<file path="src/core/serial_rx_consts.svh">
// Timing counts, field positions and reset values of the serial receiver
`ifndef SERIAL_RX_CONSTS_SVH
`define SERIAL_RX_CONSTS_SVH
`define RX_TICKS_PER_BIT 5'd16
`define RX_START_SAMPLE_A 5'd3
`define RX_START_SAMPLE_B 5'd5
`define RX_START_SAMPLE_C 5'd7
`define RX_DATA_SAMPLE_A 5'd8
`define RX_DATA_SAMPLE_B 5'd9
`define RX_DATA_SAMPLE_C 5'd10
`define RX_BREAK_BITS_8 5'd10
`define RX_BREAK_BITS_9 5'd11
`define RX_LONG_BREAK_EXTRA 5'd1
`define RX_NINTH_BIT_POS 8
`define RX_DATA_RESET 9'h000
`define RX_IDLE_HISTORY 3'h7
`endif

</file>
<file path="src/core/serial_rx_pkg.sv">
// Types shared by the serial receiver files
package serial_rx_pkg;
  typedef enum logic [1:0] {
    RX_IDLE = 2'b00,
    RX_START = 2'b01,
    RX_DATA = 2'b10,
    RX_STOP = 2'b11
  } rx_state_t;
endpackage

</file>
<file path="src/core/serial_rx.sv">
// Asynchronous serial receiver with 16x oversampling and break detection
`timescale 1ns/1ps
`include "serial_rx_consts.svh"
module serial_rx (
  // Clock, reset, enable
  input wire logic CLK,
  input wire logic NRST,
  input wire logic CE,
  // Line and tick
  input wire logic RX_LINE,
  input wire logic OVERSAMPLE_TICK,
  // Configuration
  input wire logic NINE_BIT_MODE,
  input wire logic LONG_BREAK_DETECT_ENABLE,
  input wire logic RX_POLARITY_INVERT,
  input wire logic RX_FULL_IRQ_ENABLE,
  input wire logic ERROR_IRQ_ENABLE,
  // Software accesses (one-cycle strobes)
  input wire logic STATUS_READ,
  input wire logic DATA_READ,
  input wire logic LONG_BREAK_CLEAR,
  // Status and data
  output logic [7:0] SERIAL_DATA_REG,
  output logic RX_NINTH_BIT,
  output logic RX_FULL_FLAG,
  output logic NOISE_FLAG,
  output logic FRAMING_ERROR_FLAG,
  output logic PARITY_ERROR_FLAG,
  output logic OVERRUN_FLAG,
  output logic RX_ACTIVE_FLAG,
  output logic LONG_BREAK_DETECTED_FLAG,
  // Interrupts
  output logic RX_IRQ,
  output logic ERR_IRQ,
  output logic TX_IRQ
);
  // Word in the buffer: break, framing, noise, ninth bit, data
  localparam int WORD_W = 12;

  serial_rx_pkg::rx_state_t state_reg;
  serial_rx_pkg::rx_state_t state_next;
  logic line_sync;
  logic line;
  logic [2:0] hist_reg;
  logic [4:0] tick_reg;
  logic [4:0] tick_next;
  logic [2:0] samp_reg;
  logic [3:0] bit_idx_reg;
  logic [8:0] shift_reg;
  logic prev_bit_reg;
  logic frame_noise_reg;
  logic [7:0] low_run_reg;
  logic flags_armed_reg;
  logic in_valid_reg;
  logic [WORD_W-1:0] in_word_reg;
  logic buf_in_ready;
  logic buf_out_valid;
  logic [WORD_W-1:0] buf_out_data;
  logic serial_overrun_reg;

  function automatic logic vote(input logic [2:0] s);
    return (s[0] & s[1]) | (s[0] & s[2]) | (s[1] & s[2]);
  endfunction

  function automatic logic disagree(input logic [2:0] s);
    return (s != 3'b000) && (s != 3'b111);
  endfunction

  serial_rx_sync u_sync (
    .clk(CLK),
    .nrst(NRST),
    .ce(CE),
    .d(RX_LINE),
    .q(line_sync)
  );

  assign line = line_sync ^ RX_POLARITY_INVERT;

  // Tick-level decodes
  wire tick = CE && OVERSAMPLE_TICK;
  wire falling = tick && (hist_reg == `RX_IDLE_HISTORY) && !line;
  wire at_s3 = (tick_reg == `RX_START_SAMPLE_A);
  wire at_s5 = (tick_reg == `RX_START_SAMPLE_B);
  wire at_s7 = (tick_reg == `RX_START_SAMPLE_C);
  wire at_s8 = (tick_reg == `RX_DATA_SAMPLE_A);
  wire at_s9 = (tick_reg == `RX_DATA_SAMPLE_B);
  wire at_s10 = (tick_reg == `RX_DATA_SAMPLE_C);
  wire bit_end = (tick_reg == `RX_TICKS_PER_BIT);
  // Samples 3,5,7 complete on tick 7 with the current line level
  wire [2:0] start_s = {samp_reg[1:0], line};
  wire start_ok = (start_s == 3'b000) || (start_s == 3'b001) || (start_s == 3'b010)
    || (start_s == 3'b100);
  wire [2:0] mid_s = {samp_reg[1:0], line};
  wire mid_bit = vote(mid_s);
  wire mid_noise = disagree(mid_s);
  wire last_data = (bit_idx_reg == (NINE_BIT_MODE ? 4'd8 : 4'd7));
  // Data one-to-zero change: the edge sample becomes tick one of the new bit
  wire data_edge = (state_reg == serial_rx_pkg::RX_DATA) && tick && !line
    && hist_reg[0] && prev_bit_reg;
  // Late edge ends the current bit early (fast sender)
  wire data_resync = data_edge && (tick_reg > `RX_DATA_SAMPLE_C);
  // Early edge realigns a bit already begun (slow sender)
  wire data_early = data_edge && (tick_reg < `RX_DATA_SAMPLE_A);
  wire [4:0] break_len = (NINE_BIT_MODE ? `RX_BREAK_BITS_9 : `RX_BREAK_BITS_8)
    + (LONG_BREAK_DETECT_ENABLE ? `RX_LONG_BREAK_EXTRA : 5'd0);
  wire stop_done = (state_reg == serial_rx_pkg::RX_STOP) && tick && at_s10;
  wire stop_bit = vote(mid_s);
  wire is_break = stop_done && !stop_bit && (shift_reg == 9'h000);
  // Threshold in samples: bit times times sixteen
  wire [7:0] break_ticks = {break_len[3:0], 4'h0};
  wire long_break = tick && !line && (low_run_reg == break_ticks - 8'd1);

  always_comb
  begin
    state_next = state_reg;
    tick_next = tick_reg + 5'd1;
    case (state_reg)
      serial_rx_pkg::RX_IDLE:
      begin
        // The falling sample itself is tick one of the start bit
        tick_next = falling ? 5'd2 : 5'd1;
        if (falling) state_next = serial_rx_pkg::RX_START;
      end
      serial_rx_pkg::RX_START:
      begin
        if (at_s7 && !start_ok)
        begin
          state_next = serial_rx_pkg::RX_IDLE;
          tick_next = 5'd0;
        end
        else if (bit_end)
        begin
          state_next = serial_rx_pkg::RX_DATA;
          tick_next = 5'd1;
        end
      end
      serial_rx_pkg::RX_DATA:
      begin
        if (data_resync)
        begin
          tick_next = 5'd2;
          if (last_data) state_next = serial_rx_pkg::RX_STOP;
        end
        else if (data_early) tick_next = 5'd2;
        else if (bit_end)
        begin
          tick_next = 5'd1;
          if (last_data) state_next = serial_rx_pkg::RX_STOP;
        end
      end
      serial_rx_pkg::RX_STOP:
      begin
        if (at_s10)
        begin
          state_next = serial_rx_pkg::RX_IDLE;
          tick_next = 5'd0;
        end
      end
      default:
      begin
        state_next = serial_rx_pkg::RX_IDLE;
      end
    endcase
  end

  always_ff @(posedge CLK or negedge NRST)
  begin
    if (!NRST)
    begin
      state_reg <= serial_rx_pkg::RX_IDLE;
      tick_reg <= 5'd0;
      hist_reg <= `RX_IDLE_HISTORY;
    end
    else if (tick)
    begin
      state_reg <= state_next;
      tick_reg <= tick_next;
      hist_reg <= {hist_reg[1:0], line};
    end
  end

  // Sample capture and bit assembly
  always_ff @(posedge CLK or negedge NRST)
  begin
    if (!NRST)
    begin
      samp_reg <= 3'h0;
      bit_idx_reg <= 4'h0;
      shift_reg <= `RX_DATA_RESET;
      prev_bit_reg <= 1'b0;
      frame_noise_reg <= 1'b0;
    end
    else if (tick)
    begin
      if (at_s3 || at_s5 || at_s8 || at_s9) samp_reg <= {samp_reg[1:0], line};
      if (state_reg == serial_rx_pkg::RX_IDLE)
      begin
        bit_idx_reg <= 4'h0;
        frame_noise_reg <= 1'b0;
        prev_bit_reg <= 1'b0;
      end
      if (state_reg == serial_rx_pkg::RX_START)
      begin
        if (at_s7 && start_ok && start_s != 3'b000) frame_noise_reg <= 1'b1;
        if (at_s10 && mid_s != 3'b000) frame_noise_reg <= 1'b1;
      end
      if (state_reg == serial_rx_pkg::RX_DATA && at_s10)
      begin
        shift_reg[bit_idx_reg] <= mid_bit;
        prev_bit_reg <= mid_bit;
        if (mid_noise) frame_noise_reg <= 1'b1;
      end
      if (state_reg == serial_rx_pkg::RX_DATA && (bit_end || data_resync) && !data_early)
        bit_idx_reg <= bit_idx_reg + 4'h1;
      if (state_reg == serial_rx_pkg::RX_START && bit_end) shift_reg <= `RX_DATA_RESET;
    end
  end

  // Low run length in samples; counts across frame ends, saturates
  always_ff @(posedge CLK or negedge NRST)
  begin
    if (!NRST) low_run_reg <= 8'h00;
    else if (tick)
    begin
      if (line) low_run_reg <= 8'h00;
      else if (low_run_reg != 8'hff) low_run_reg <= low_run_reg + 8'h01;
    end
  end

  // Completed frame enters the buffer unless long break detection is on; a stall there counts as overrun
  always_ff @(posedge CLK or negedge NRST)
  begin
    if (!NRST)
    begin
      in_valid_reg <= 1'b0;
      in_word_reg <= '0;
      serial_overrun_reg <= 1'b0;
    end
    else if (CE)
    begin
      if (in_valid_reg && buf_in_ready) in_valid_reg <= 1'b0;
      // Handed to the flag on take; a new overrun in that cycle wins
      if (buf_out_valid && !RX_FULL_FLAG) serial_overrun_reg <= 1'b0;
      if (stop_done && !LONG_BREAK_DETECT_ENABLE)
      begin
        if (in_valid_reg && !buf_in_ready) serial_overrun_reg <= 1'b1;
        else
        begin
          in_valid_reg <= 1'b1;
          in_word_reg <= {is_break, !stop_bit, frame_noise_reg || disagree(mid_s),
            is_break ? `RX_DATA_RESET : shift_reg};
        end
      end
    end
  end

  wire take = CE && buf_out_valid && !RX_FULL_FLAG;

  serial_rx_buffer #(.WIDTH(WORD_W)) u_buf (
    .clk(CLK),
    .nrst(NRST),
    .ce(CE),
    .in_valid(in_valid_reg),
    .in_ready(buf_in_ready),
    .in_data(in_word_reg),
    .out_valid(buf_out_valid),
    .out_ready(take),
    .out_data(buf_out_data)
  );

  // Status then data read clears; an arriving character wins
  logic status_seen_reg;
  wire sw_clear = DATA_READ && status_seen_reg;

  always_ff @(posedge CLK or negedge NRST)
  begin
    if (!NRST)
    begin
      status_seen_reg <= 1'b0;
      SERIAL_DATA_REG <= 8'h00;
      RX_NINTH_BIT <= 1'b0;
      RX_FULL_FLAG <= 1'b0;
      NOISE_FLAG <= 1'b0;
      FRAMING_ERROR_FLAG <= 1'b0;
      PARITY_ERROR_FLAG <= 1'b0;
      OVERRUN_FLAG <= 1'b0;
      RX_ACTIVE_FLAG <= 1'b0;
      LONG_BREAK_DETECTED_FLAG <= 1'b0;
      RX_IRQ <= 1'b0;
      ERR_IRQ <= 1'b0;
      TX_IRQ <= 1'b0;
    end
    else if (CE)
    begin
      if (STATUS_READ) status_seen_reg <= RX_FULL_FLAG || FRAMING_ERROR_FLAG || NOISE_FLAG
        || OVERRUN_FLAG;
      else if (DATA_READ) status_seen_reg <= 1'b0;
      if (take)
      begin
        SERIAL_DATA_REG <= buf_out_data[7:0];
        RX_NINTH_BIT <= buf_out_data[`RX_NINTH_BIT_POS] & NINE_BIT_MODE;
        RX_FULL_FLAG <= 1'b1;
        FRAMING_ERROR_FLAG <= buf_out_data[10];
        NOISE_FLAG <= buf_out_data[9];
        OVERRUN_FLAG <= serial_overrun_reg;
      end
      else if (sw_clear)
      begin
        RX_FULL_FLAG <= 1'b0;
        FRAMING_ERROR_FLAG <= 1'b0;
        NOISE_FLAG <= 1'b0;
        PARITY_ERROR_FLAG <= 1'b0;
        OVERRUN_FLAG <= 1'b0;
      end
      RX_ACTIVE_FLAG <= (state_reg != serial_rx_pkg::RX_IDLE);
      if (long_break && LONG_BREAK_DETECT_ENABLE) LONG_BREAK_DETECTED_FLAG <= 1'b1;
      else if (LONG_BREAK_CLEAR) LONG_BREAK_DETECTED_FLAG <= 1'b0;
      RX_IRQ <= (RX_FULL_FLAG && RX_FULL_IRQ_ENABLE) || LONG_BREAK_DETECTED_FLAG;
      ERR_IRQ <= ERROR_IRQ_ENABLE && (FRAMING_ERROR_FLAG || NOISE_FLAG
        || PARITY_ERROR_FLAG || OVERRUN_FLAG);
      TX_IRQ <= 1'b0;
    end
  end

  a_irq_follows_full: assert property (@(posedge CLK) disable iff (!NRST)
    CE && RX_FULL_FLAG && RX_FULL_IRQ_ENABLE |=> RX_IRQ)
    else $error("receive interrupt missing");
  a_fe_with_full: assert property (@(posedge CLK) disable iff (!NRST)
    $rose(FRAMING_ERROR_FLAG) |-> $rose(RX_FULL_FLAG))
    else $error("framing error without full flag");
  a_break_clears_data: assert property (@(posedge CLK) disable iff (!NRST)
    take && buf_out_data[11] |=> SERIAL_DATA_REG == 8'h00 && FRAMING_ERROR_FLAG)
    else $error("break did not clear data");
  a_start_reject: assert property (@(posedge CLK) disable iff (!NRST)
    state_reg == serial_rx_pkg::RX_START && tick && at_s7 && !start_ok
    |=> state_reg == serial_rx_pkg::RX_IDLE && !frame_noise_reg)
    else $error("rejected start not restarted");
  a_start_noise: assert property (@(posedge CLK) disable iff (!NRST)
    state_reg == serial_rx_pkg::RX_START && tick && at_s7 && start_s == 3'b010
    |=> frame_noise_reg)
    else $error("noisy start not flagged");
  a_data_vote: assert property (@(posedge CLK) disable iff (!NRST)
    state_reg == serial_rx_pkg::RX_DATA && tick && at_s10 && mid_s == 3'b011
    |=> frame_noise_reg && prev_bit_reg)
    else $error("data vote wrong");
  a_tick_bound: assert property (@(posedge CLK) disable iff (!NRST)
    tick_reg <= `RX_TICKS_PER_BIT)
    else $error("tick count beyond sixteen");
  a_long_blocks: assert property (@(posedge CLK) disable iff (!NRST)
    LONG_BREAK_DETECT_ENABLE && stop_done && !in_valid_reg |=> !in_valid_reg)
    else $error("long break mode let frame through");
endmodule // serial_rx

</file>
<file path="src/core/serial_rx_buffer.sv">
// Two-entry valid/ready buffer for received characters
`timescale 1ns/1ps
module serial_rx_buffer #(
  parameter int WIDTH = 12
) (
  input wire logic clk,
  input wire logic nrst,
  input wire logic ce,
  input wire logic in_valid,
  output logic in_ready,
  input wire logic [WIDTH-1:0] in_data,
  output logic out_valid,
  input wire logic out_ready,
  output logic [WIDTH-1:0] out_data
);
  logic [WIDTH-1:0] mem_reg [0:1];
  logic [1:0] count_reg;
  logic rd_ptr_reg;
  logic wr_ptr_reg;
  wire push = ce && in_valid && in_ready;
  wire pop = ce && out_valid && out_ready;

  initial
  begin
    if (WIDTH < 1) $error("serial_rx_buffer: WIDTH must be positive");
  end

  assign in_ready = (count_reg != 2'h2);
  assign out_valid = (count_reg != 2'h0);
  assign out_data = mem_reg[rd_ptr_reg];

  always_ff @(posedge clk or negedge nrst)
  begin
    if (!nrst)
    begin
      count_reg <= 2'h0;
      rd_ptr_reg <= 1'b0;
      wr_ptr_reg <= 1'b0;
    end
    else
    begin
      if (push) wr_ptr_reg <= ~wr_ptr_reg;
      if (pop) rd_ptr_reg <= ~rd_ptr_reg;
      if (push && !pop) count_reg <= count_reg + 2'h1;
      else if (pop && !push) count_reg <= count_reg - 2'h1;
    end
  end

  always_ff @(posedge clk)
  begin
    if (push) mem_reg[wr_ptr_reg] <= in_data;
  end

  a_buffer_bound: assert property (@(posedge clk) disable iff (!nrst) count_reg <= 2'h2)
    else $error("buffer count out of range");
endmodule // serial_rx_buffer

</file>
<file path="src/core/serial_rx_sync.sv">
// Two-flop synchroniser for the receive line
`timescale 1ns/1ps
module serial_rx_sync (
  input wire logic clk,
  input wire logic nrst,
  input wire logic ce,
  input wire logic d,
  output logic q
);
  logic meta_reg;
  logic q_reg;
  assign q = q_reg;
  // Line idles high, so both stages reset to one
  always_ff @(posedge clk or negedge nrst)
  begin
    if (!nrst)
    begin
      meta_reg <= 1'b1;
      q_reg <= 1'b1;
    end
    else if (ce)
    begin
      meta_reg <= d;
      q_reg <= meta_reg;
    end
  end
endmodule // serial_rx_sync

</file>
<file path="config.mk">
export PLATFORM = sky130hd
export DESIGN_NAME = serial_rx
export DESIGN_NICKNAME = d
export VERILOG_FILES = /design/src/core/serial_rx_pkg.sv /design/src/core/serial_rx.sv /design/src/core/serial_rx_buffer.sv /design/src/core/serial_rx_sync.sv
export VERILOG_INCLUDE_DIRS = /design/src /design/src/core
export SDC_FILE = /design/constraint.sdc
export NUM_CORES = 1
export LEC_CHECK = 0
export BUFFER_PORTS_ARGS = -buffer_cell sky130_fd_sc_hd__buf_2
export CORE_MARGIN = 1
export CORE_UTILIZATION = 60
export CTS_BUF_LIST = sky130_fd_sc_hd__clkbuf_16
export DETAILED_ROUTE_END_ITERATION = 8
export HOLD_SLACK_MARGIN = 0.03
export PLACE_DENSITY = 0.89
export SETUP_SLACK_MARGIN = 0.15
export SLEW_MARGIN = 0
export SYNTH_ARGS = -nofsm -noshare
export SYNTH_HDL_FRONTEND = slang
export SYNTH_SLANG_ARGS = --single-unit
</file>
<file path="constraint.sdc">
create_clock -name CLK -period 4.3 [get_ports CLK]
set_input_delay 0.215 -clock CLK [delete_from_list [all_inputs] [get_ports CLK]]
set_output_delay 0.215 -clock CLK [all_outputs]
set_load 0.01 [all_outputs]
</file>
Word-level counts from Yosys, hierarchy flattened
Memories as Yosys holds them, arrays and structs flattened.
Index checks and enable logic that the tools add are counted.
{ "classes": {"addsub": 7, "n_lt_le_gt_ge": 4, "eq_ne": 24, "mux": 56, "n_bitwise": 10, "n_reduce_logical": 88} }
{ "ops": {"columns": ["op", "count"], "rows": [
  ["logical AND 1 bit", 40],
  ["2-to-1 mux 1 bit", 28],
  ["2-to-1 mux 9 bit", 3],
  ["2-to-1 mux 5 bit", 5],
  ["2-to-1 mux 2 bit", 11],
  ["case mux 5 bit (4 select lines)", 1],
  ["nonzero test 2 bit", 10],
  ["AND reduction 2 bit", 9],
  ["2-to-1 mux 8 bit", 2],
  ["== test 5 x 4 -> 1 bit, second input constant", 3],
  ["logical OR 1 bit", 14],
  ["2-to-1 mux 4 bit", 3],
  ["!= test 3 bit, second input constant", 4],
  ["== test 5 x 3 -> 1 bit, second input constant", 2],
  ["bitwise mux 9 bit", 1],
  ["zero test 1 bit", 9],
  ["zero test 9 bit", 1],
  ["adder 8 x 1 -> 8 bit, second input constant", 1],
  ["== test 8 bit", 1],
  ["!= test 8 bit, second input constant", 1],
  ["case mux 2 bit (4 select lines)", 1],
  ["subtractor 8 x 1 -> 8 bit, second input constant", 1],
  ["== test 3 bit, second input constant", 2],
  ["!= test 2 bit, second input constant", 3],
  ["26 further kinds", 33]
]} }
{ "word_totals": {"register_bits": 73, "ram_bits": 24, "output_inout_bits": 19, "wordCells": 218, "n_memories": 1} }
{ "mem_list": {"columns": ["memory", "words", "width", "read_ports", "rd_clocked_by_memory_dff", "wr", "line", "source"], "rows": [
  ["u_buf.mem_reg", 2, 12, 1, 0, 1, "serial_rx_buffer.sv:16", "logic [WIDTH-1:0] mem_reg [0:1];"]
]} }

Longest topological paths before layout
{ "logic_depth": {"depth_word": 12, "depth_mapped": 9, "depth_no_buf": 8} }

Modules after synthesis
A second synthesis with hierarchy kept.
{ "hier_totals": {"hier_cells": 430, "hier_area_um2": 4718.3} }
{ "by_module_without_submodules": {"columns": ["module", "instances", "cells_per_inst", "area_each_um2", "seq_area_each_um2"], "rows": [
  ["serial_rx", 1, 372, 3557.2, 1680.4],
  ["serial_rx_buffer", 1, 54, 1086.0, 820.8],
  ["serial_rx_sync", 1, 4, 75.1, 52.6]
]} }

Worst setup path after synthesis
No wires, ideal clock.
{ "synth_timing": {"path_kind": "register -> register", "start": "register tick_reg[0]", "end": "register in_word_reg[10]", "setup_time_ps": 125, "t_arrival_ps": 2022, "slack_ps": 2153, "path_stages_with_launch": 9, "period_less_slack_ps": 2147, "cell_sequence": "dfrtp_1 inv_1 ha_1 and4bb_2 nand3_1 nor3_1 o211a_1 buf_4 mux2_2"} }
{ "synth_via": {"elab_chain_len": 4} }
{ "synth_lines": {"columns": ["item", "line", "source"], "rows": [
  ["start: declaration", "serial_rx.sv:45", "logic [4:0] tick_reg;"],
  ["start signal: assignment", "serial_rx.sv:177", "tick_reg <= tick_next;"],
  ["== test 5 x 4 -> 1 bit (no source line)", null, null],
  ["logical AND 1 bit", "serial_rx.sv:106", "wire stop_done = (state_reg == serial_rx_pkg::RX_STOP) && tick && at_s10;"],
  ["logical AND 1 bit", "serial_rx.sv:244", "if (stop_done && !LONG_BREAK_DETECT_ENABLE)"],
  ["AND reduction 3 bit (no source line)", null, null],
  ["end signal: assignment", "serial_rx.sv:250", "in_word_reg <= {is_break, !stop_bit, frame_noise_reg || disagree(mid_s),"],
  ["end: declaration", "serial_rx.sv:55", "logic [WORD_W-1:0] in_word_reg;"]
]} }
No other way between the ends.
A chain may end at the register's enable or synchronous reset.

Worst setup path after layout
Ends and elaborated chain as after synthesis.

==> results.sh <==
export IMPL_final_cell_area_sq_mm=0.00494
export IMPL_max_vdd_ir_drop_mv=0.294
export IMPL_synth_edff_count=22
export IMPL_largest_reg_flops=22
export IMPL_final_util_pct=71.1
export IMPL_worstMarginPinSlew_ps=956
export IMPL_synth_most_common_cell="dfrtp_1"
export IMPL_holdBufCountCts=0
export IMPL_top_level_ports=32
export IMPL_syn_to_final_growth_pct=11.5
export IMPL_met3_length_microns=488
export IMPL_cts_buffers_inserted=9
export IMPL_critPathArrivalTime_ps=2890
export IMPL_antennaDiodeCount=0
export IMPL_cts_max_path_buffers=2
export IMPL_yosysTopAreaCell="dfrtp_1"
export IMPL_die_h_microns=87.9
export IMPL_fmax_mhz=376
export IMPL_synth_top_cell_area_share_pct=37.9
export IMPL_synth_ff_type="dfrtp_1"
export IMPL_tritoncts="done"
export IMPL_run_status="finished, final reports clean"
export IMPL_cts_root_buf="clkbuf_16"
export IMPL_setup_tns_ps=0
export IMPL_first_global_vias=3078
export IMPL_cp_end_kind="register"
export IMPL_drive_above_1_share_pct=17.5
export IMPL_core_area_sq_mm=0.00694
export IMPL_synth_common_cells="67 x dfrtp_1, 59 x nand2_1, 28 x o21ai_0"
export IMPL_place_congestion=0.917
export IMPL_port_buffers=29
export IMPL_overflow=0
export IMPL_synth_seq_area_share_pct=55.8
export IMPL_postSynth_asyncResetShare_pct=76.6
export IMPL_synthCells=408
export IMPL_grt_util_all_layers_pct=25.9
export IMPL_clock_sinks=94
export IMPL_grt_max_degree=73
export IMPL_die_area_sq_mm=0.00773
export IMPL_finalCritPeriodShare_pct=61.9
export IMPL_highest_layer="met4"
export IMPL_fin_worst_skew_ps=5.68
export IMPL_wl_met1_mm=3.75
export IMPL_synth_area_leaders="dfrtp_1 38%, edfxtp_1 15%, nand2_1 5.0%, mux2i_1 4.1%, mux2_2 3.3%"
export IMPL_post_cts_buffers=0
export IMPL_holdWs_ps=67.8
export IMPL_antenna_found_initial=0
export IMPL_worstHoldPathType="in -> async"
export IMPL_crit_path_start_kind="register"
export IMPL_drt_wl_total_mm=9.01
export IMPL_cts_resized=0
export IMPL_postRouteAntennaNets=0
export IMPL_setup_violations=0
export IMPL_vias_per_cell=6.13
export IMPL_post_route_min_period_ps=2660
export IMPL_critPathKind="reg -> reg"
export IMPL_grt_pass1_wl_mm=15.0
export IMPL_cts_clk_slew_worst_paths_ps=70
export IMPL_drc=0
export IMPL_wl_per_cell_microns=16.8
export IMPL_crit_fanout=12
export IMPL_fin_total_pwr_mw=2.85
export IMPL_initial_core_util_pct=63.8
export IMPL_ys_ff_latch=94
export IMPL_leakage_nw=2.19
export IMPL_route_met2_wl_mm=4.59
export IMPL_htree_levels=3
export IMPL_num_rows=30
export IMPL_dpl_cell_area_sq_mm=0.00463
export IMPL_clock_latency_ps=340
export IMPL_dr_pass1_iters=5
export IMPL_ys_types=57
export IMPL_slew_violations=0
export IMPL_postSynthAreaPerCell_sq_um=10.9
export IMPL_die_w_microns=87.9
export IMPL_hold_viol=0
export IMPL_syn_area_sq_mm=0.00443
export IMPL_drtIter0Drc=192
export IMPL_layout_nets=458
export IMPL_maxCapViolCount=0
export IMPL_required_ps=4530
export IMPL_vias=3280
export IMPL_place_detailed_hpwl_mm=5.91
export IMPL_rsz0062_at_grt="false"
export IMPL_yosysWarnings=0
export IMPL_relSlewSlack_pct=36.1
export IMPL_p_per_area_mw_per_mm2=577
==> through the flow <==
| step | std cells | setup WS, ps |
|---|---|---|
| detailed placement | 519 | 1750 |
| global placement | 519 | 1910 |
| CTS | 535 | 1670 |
| finish | 535 | 1640 |
| global route | 535 | 1560 |
| floorplan | 409 | 2150 |
==> critical path, stage by stage (launching register included) <==
cell	delay, ps
dfrtp_1	440
inv_1	150
ha_1	230
and4bb_2	290
nand3_1	130
nor3_1	400
o211a_1	510
mux2_2	400
==> layout make-up <==
type	count	area, sq um
Fill cell	448	2010
Inverter	17	63.8
Clock inverter	7	80.1
Tap cell	96	120
Sequential cell	94	2470
Multi-Input combinational cell	280	1810
Clock buffer	9	225
Timing Repair Buffer	32	168
==> final timing paths <==
kind | startpoint | end | slack (ps) | cells past startpoint
worst max-delay path | tick_reg[0] | in_word_reg[10] | 1640 | 7
min in group CLK | RX_LINE | u_sync.meta_reg | 110 | 2
worst max register to register | tick_reg[0] | in_word_reg[10] | 1640 | 7
worst min-delay path | NRST | RX_IRQ | 70 | 2
worst min register to register | hist_reg[1] | hist_reg[2] | 460 | 2
max in group asynchronous | NRST | samp_reg[1] | 3660 | 2
==> cells by family (layout without fill, tap and decap cells) <==
| logic type | Yosys count | in the layout | synth area share (%) |
|---|---|---|---|
| AO/OA/AOI/OAI | 92 | 92 | 13.8 |
| XOR/XNOR | 9 | 9 | 1.95 |
| adder cells (fa/ha/maj) | 12 | 12 | 3.36 |
| buffers and inverters | 35 | 65 | 3.45 |
| flip-flops | 94 | 94 | 55.8 |
| multiplexers | 31 | 31 | 7.37 |
| other | 1 | 2 | 0.0847 |
| AND/OR/NAND/NOR | 134 | 134 | 14.3 |
==> routing by layer <==
layer,GRT usage [%],vias to the layer above
met4,9.84,0
li1,-,1513
met3,6.31,18
met5,0,-
met1,32.7,1621
met2,43.3,128
==> cells in the final DEF, fill, tap and decap left out, drive strengths merged, types with 3 or more instances in the layout <==
master / netlist / routed
a211oi: 4 / 4
a21oi: 24 / 24
and2: 4 / 4
and3: 4 / 4
buf: 8 / 32
clkbuf: 10 / 9
dfrtp: 67 / 67
dfstp: 5 / 5
edfxtp: 22 / 22
ha: 11 / 11
inv: 17 / 20
mux2: 13 / 13
mux2i: 18 / 18
nand2: 59 / 59
nand2b: 5 / 5
nand3: 12 / 12
nand4: 3 / 3
nor2: 21 / 21
nor3: 10 / 10
o211ai: 3 / 3
o21ai: 29 / 29
o31ai: 7 / 7
o41ai: 5 / 5
or2: 3 / 3
or3: 3 / 3
or4: 5 / 5
xnor2: 6 / 6
xor2: 3 / 3
==> where the power goes <==
part	total [mW]	leakage, nW	internal, mW	switching [mW]
combinational	0.749	0.919	0.305	0.444
sequential	1.28	1.13	1.07	0.213
clock	0.817	0.148	0.459	0.359
total	2.85	2.19	1.83	1.02
No activity file was read; power rests on OpenSTA's default activity.
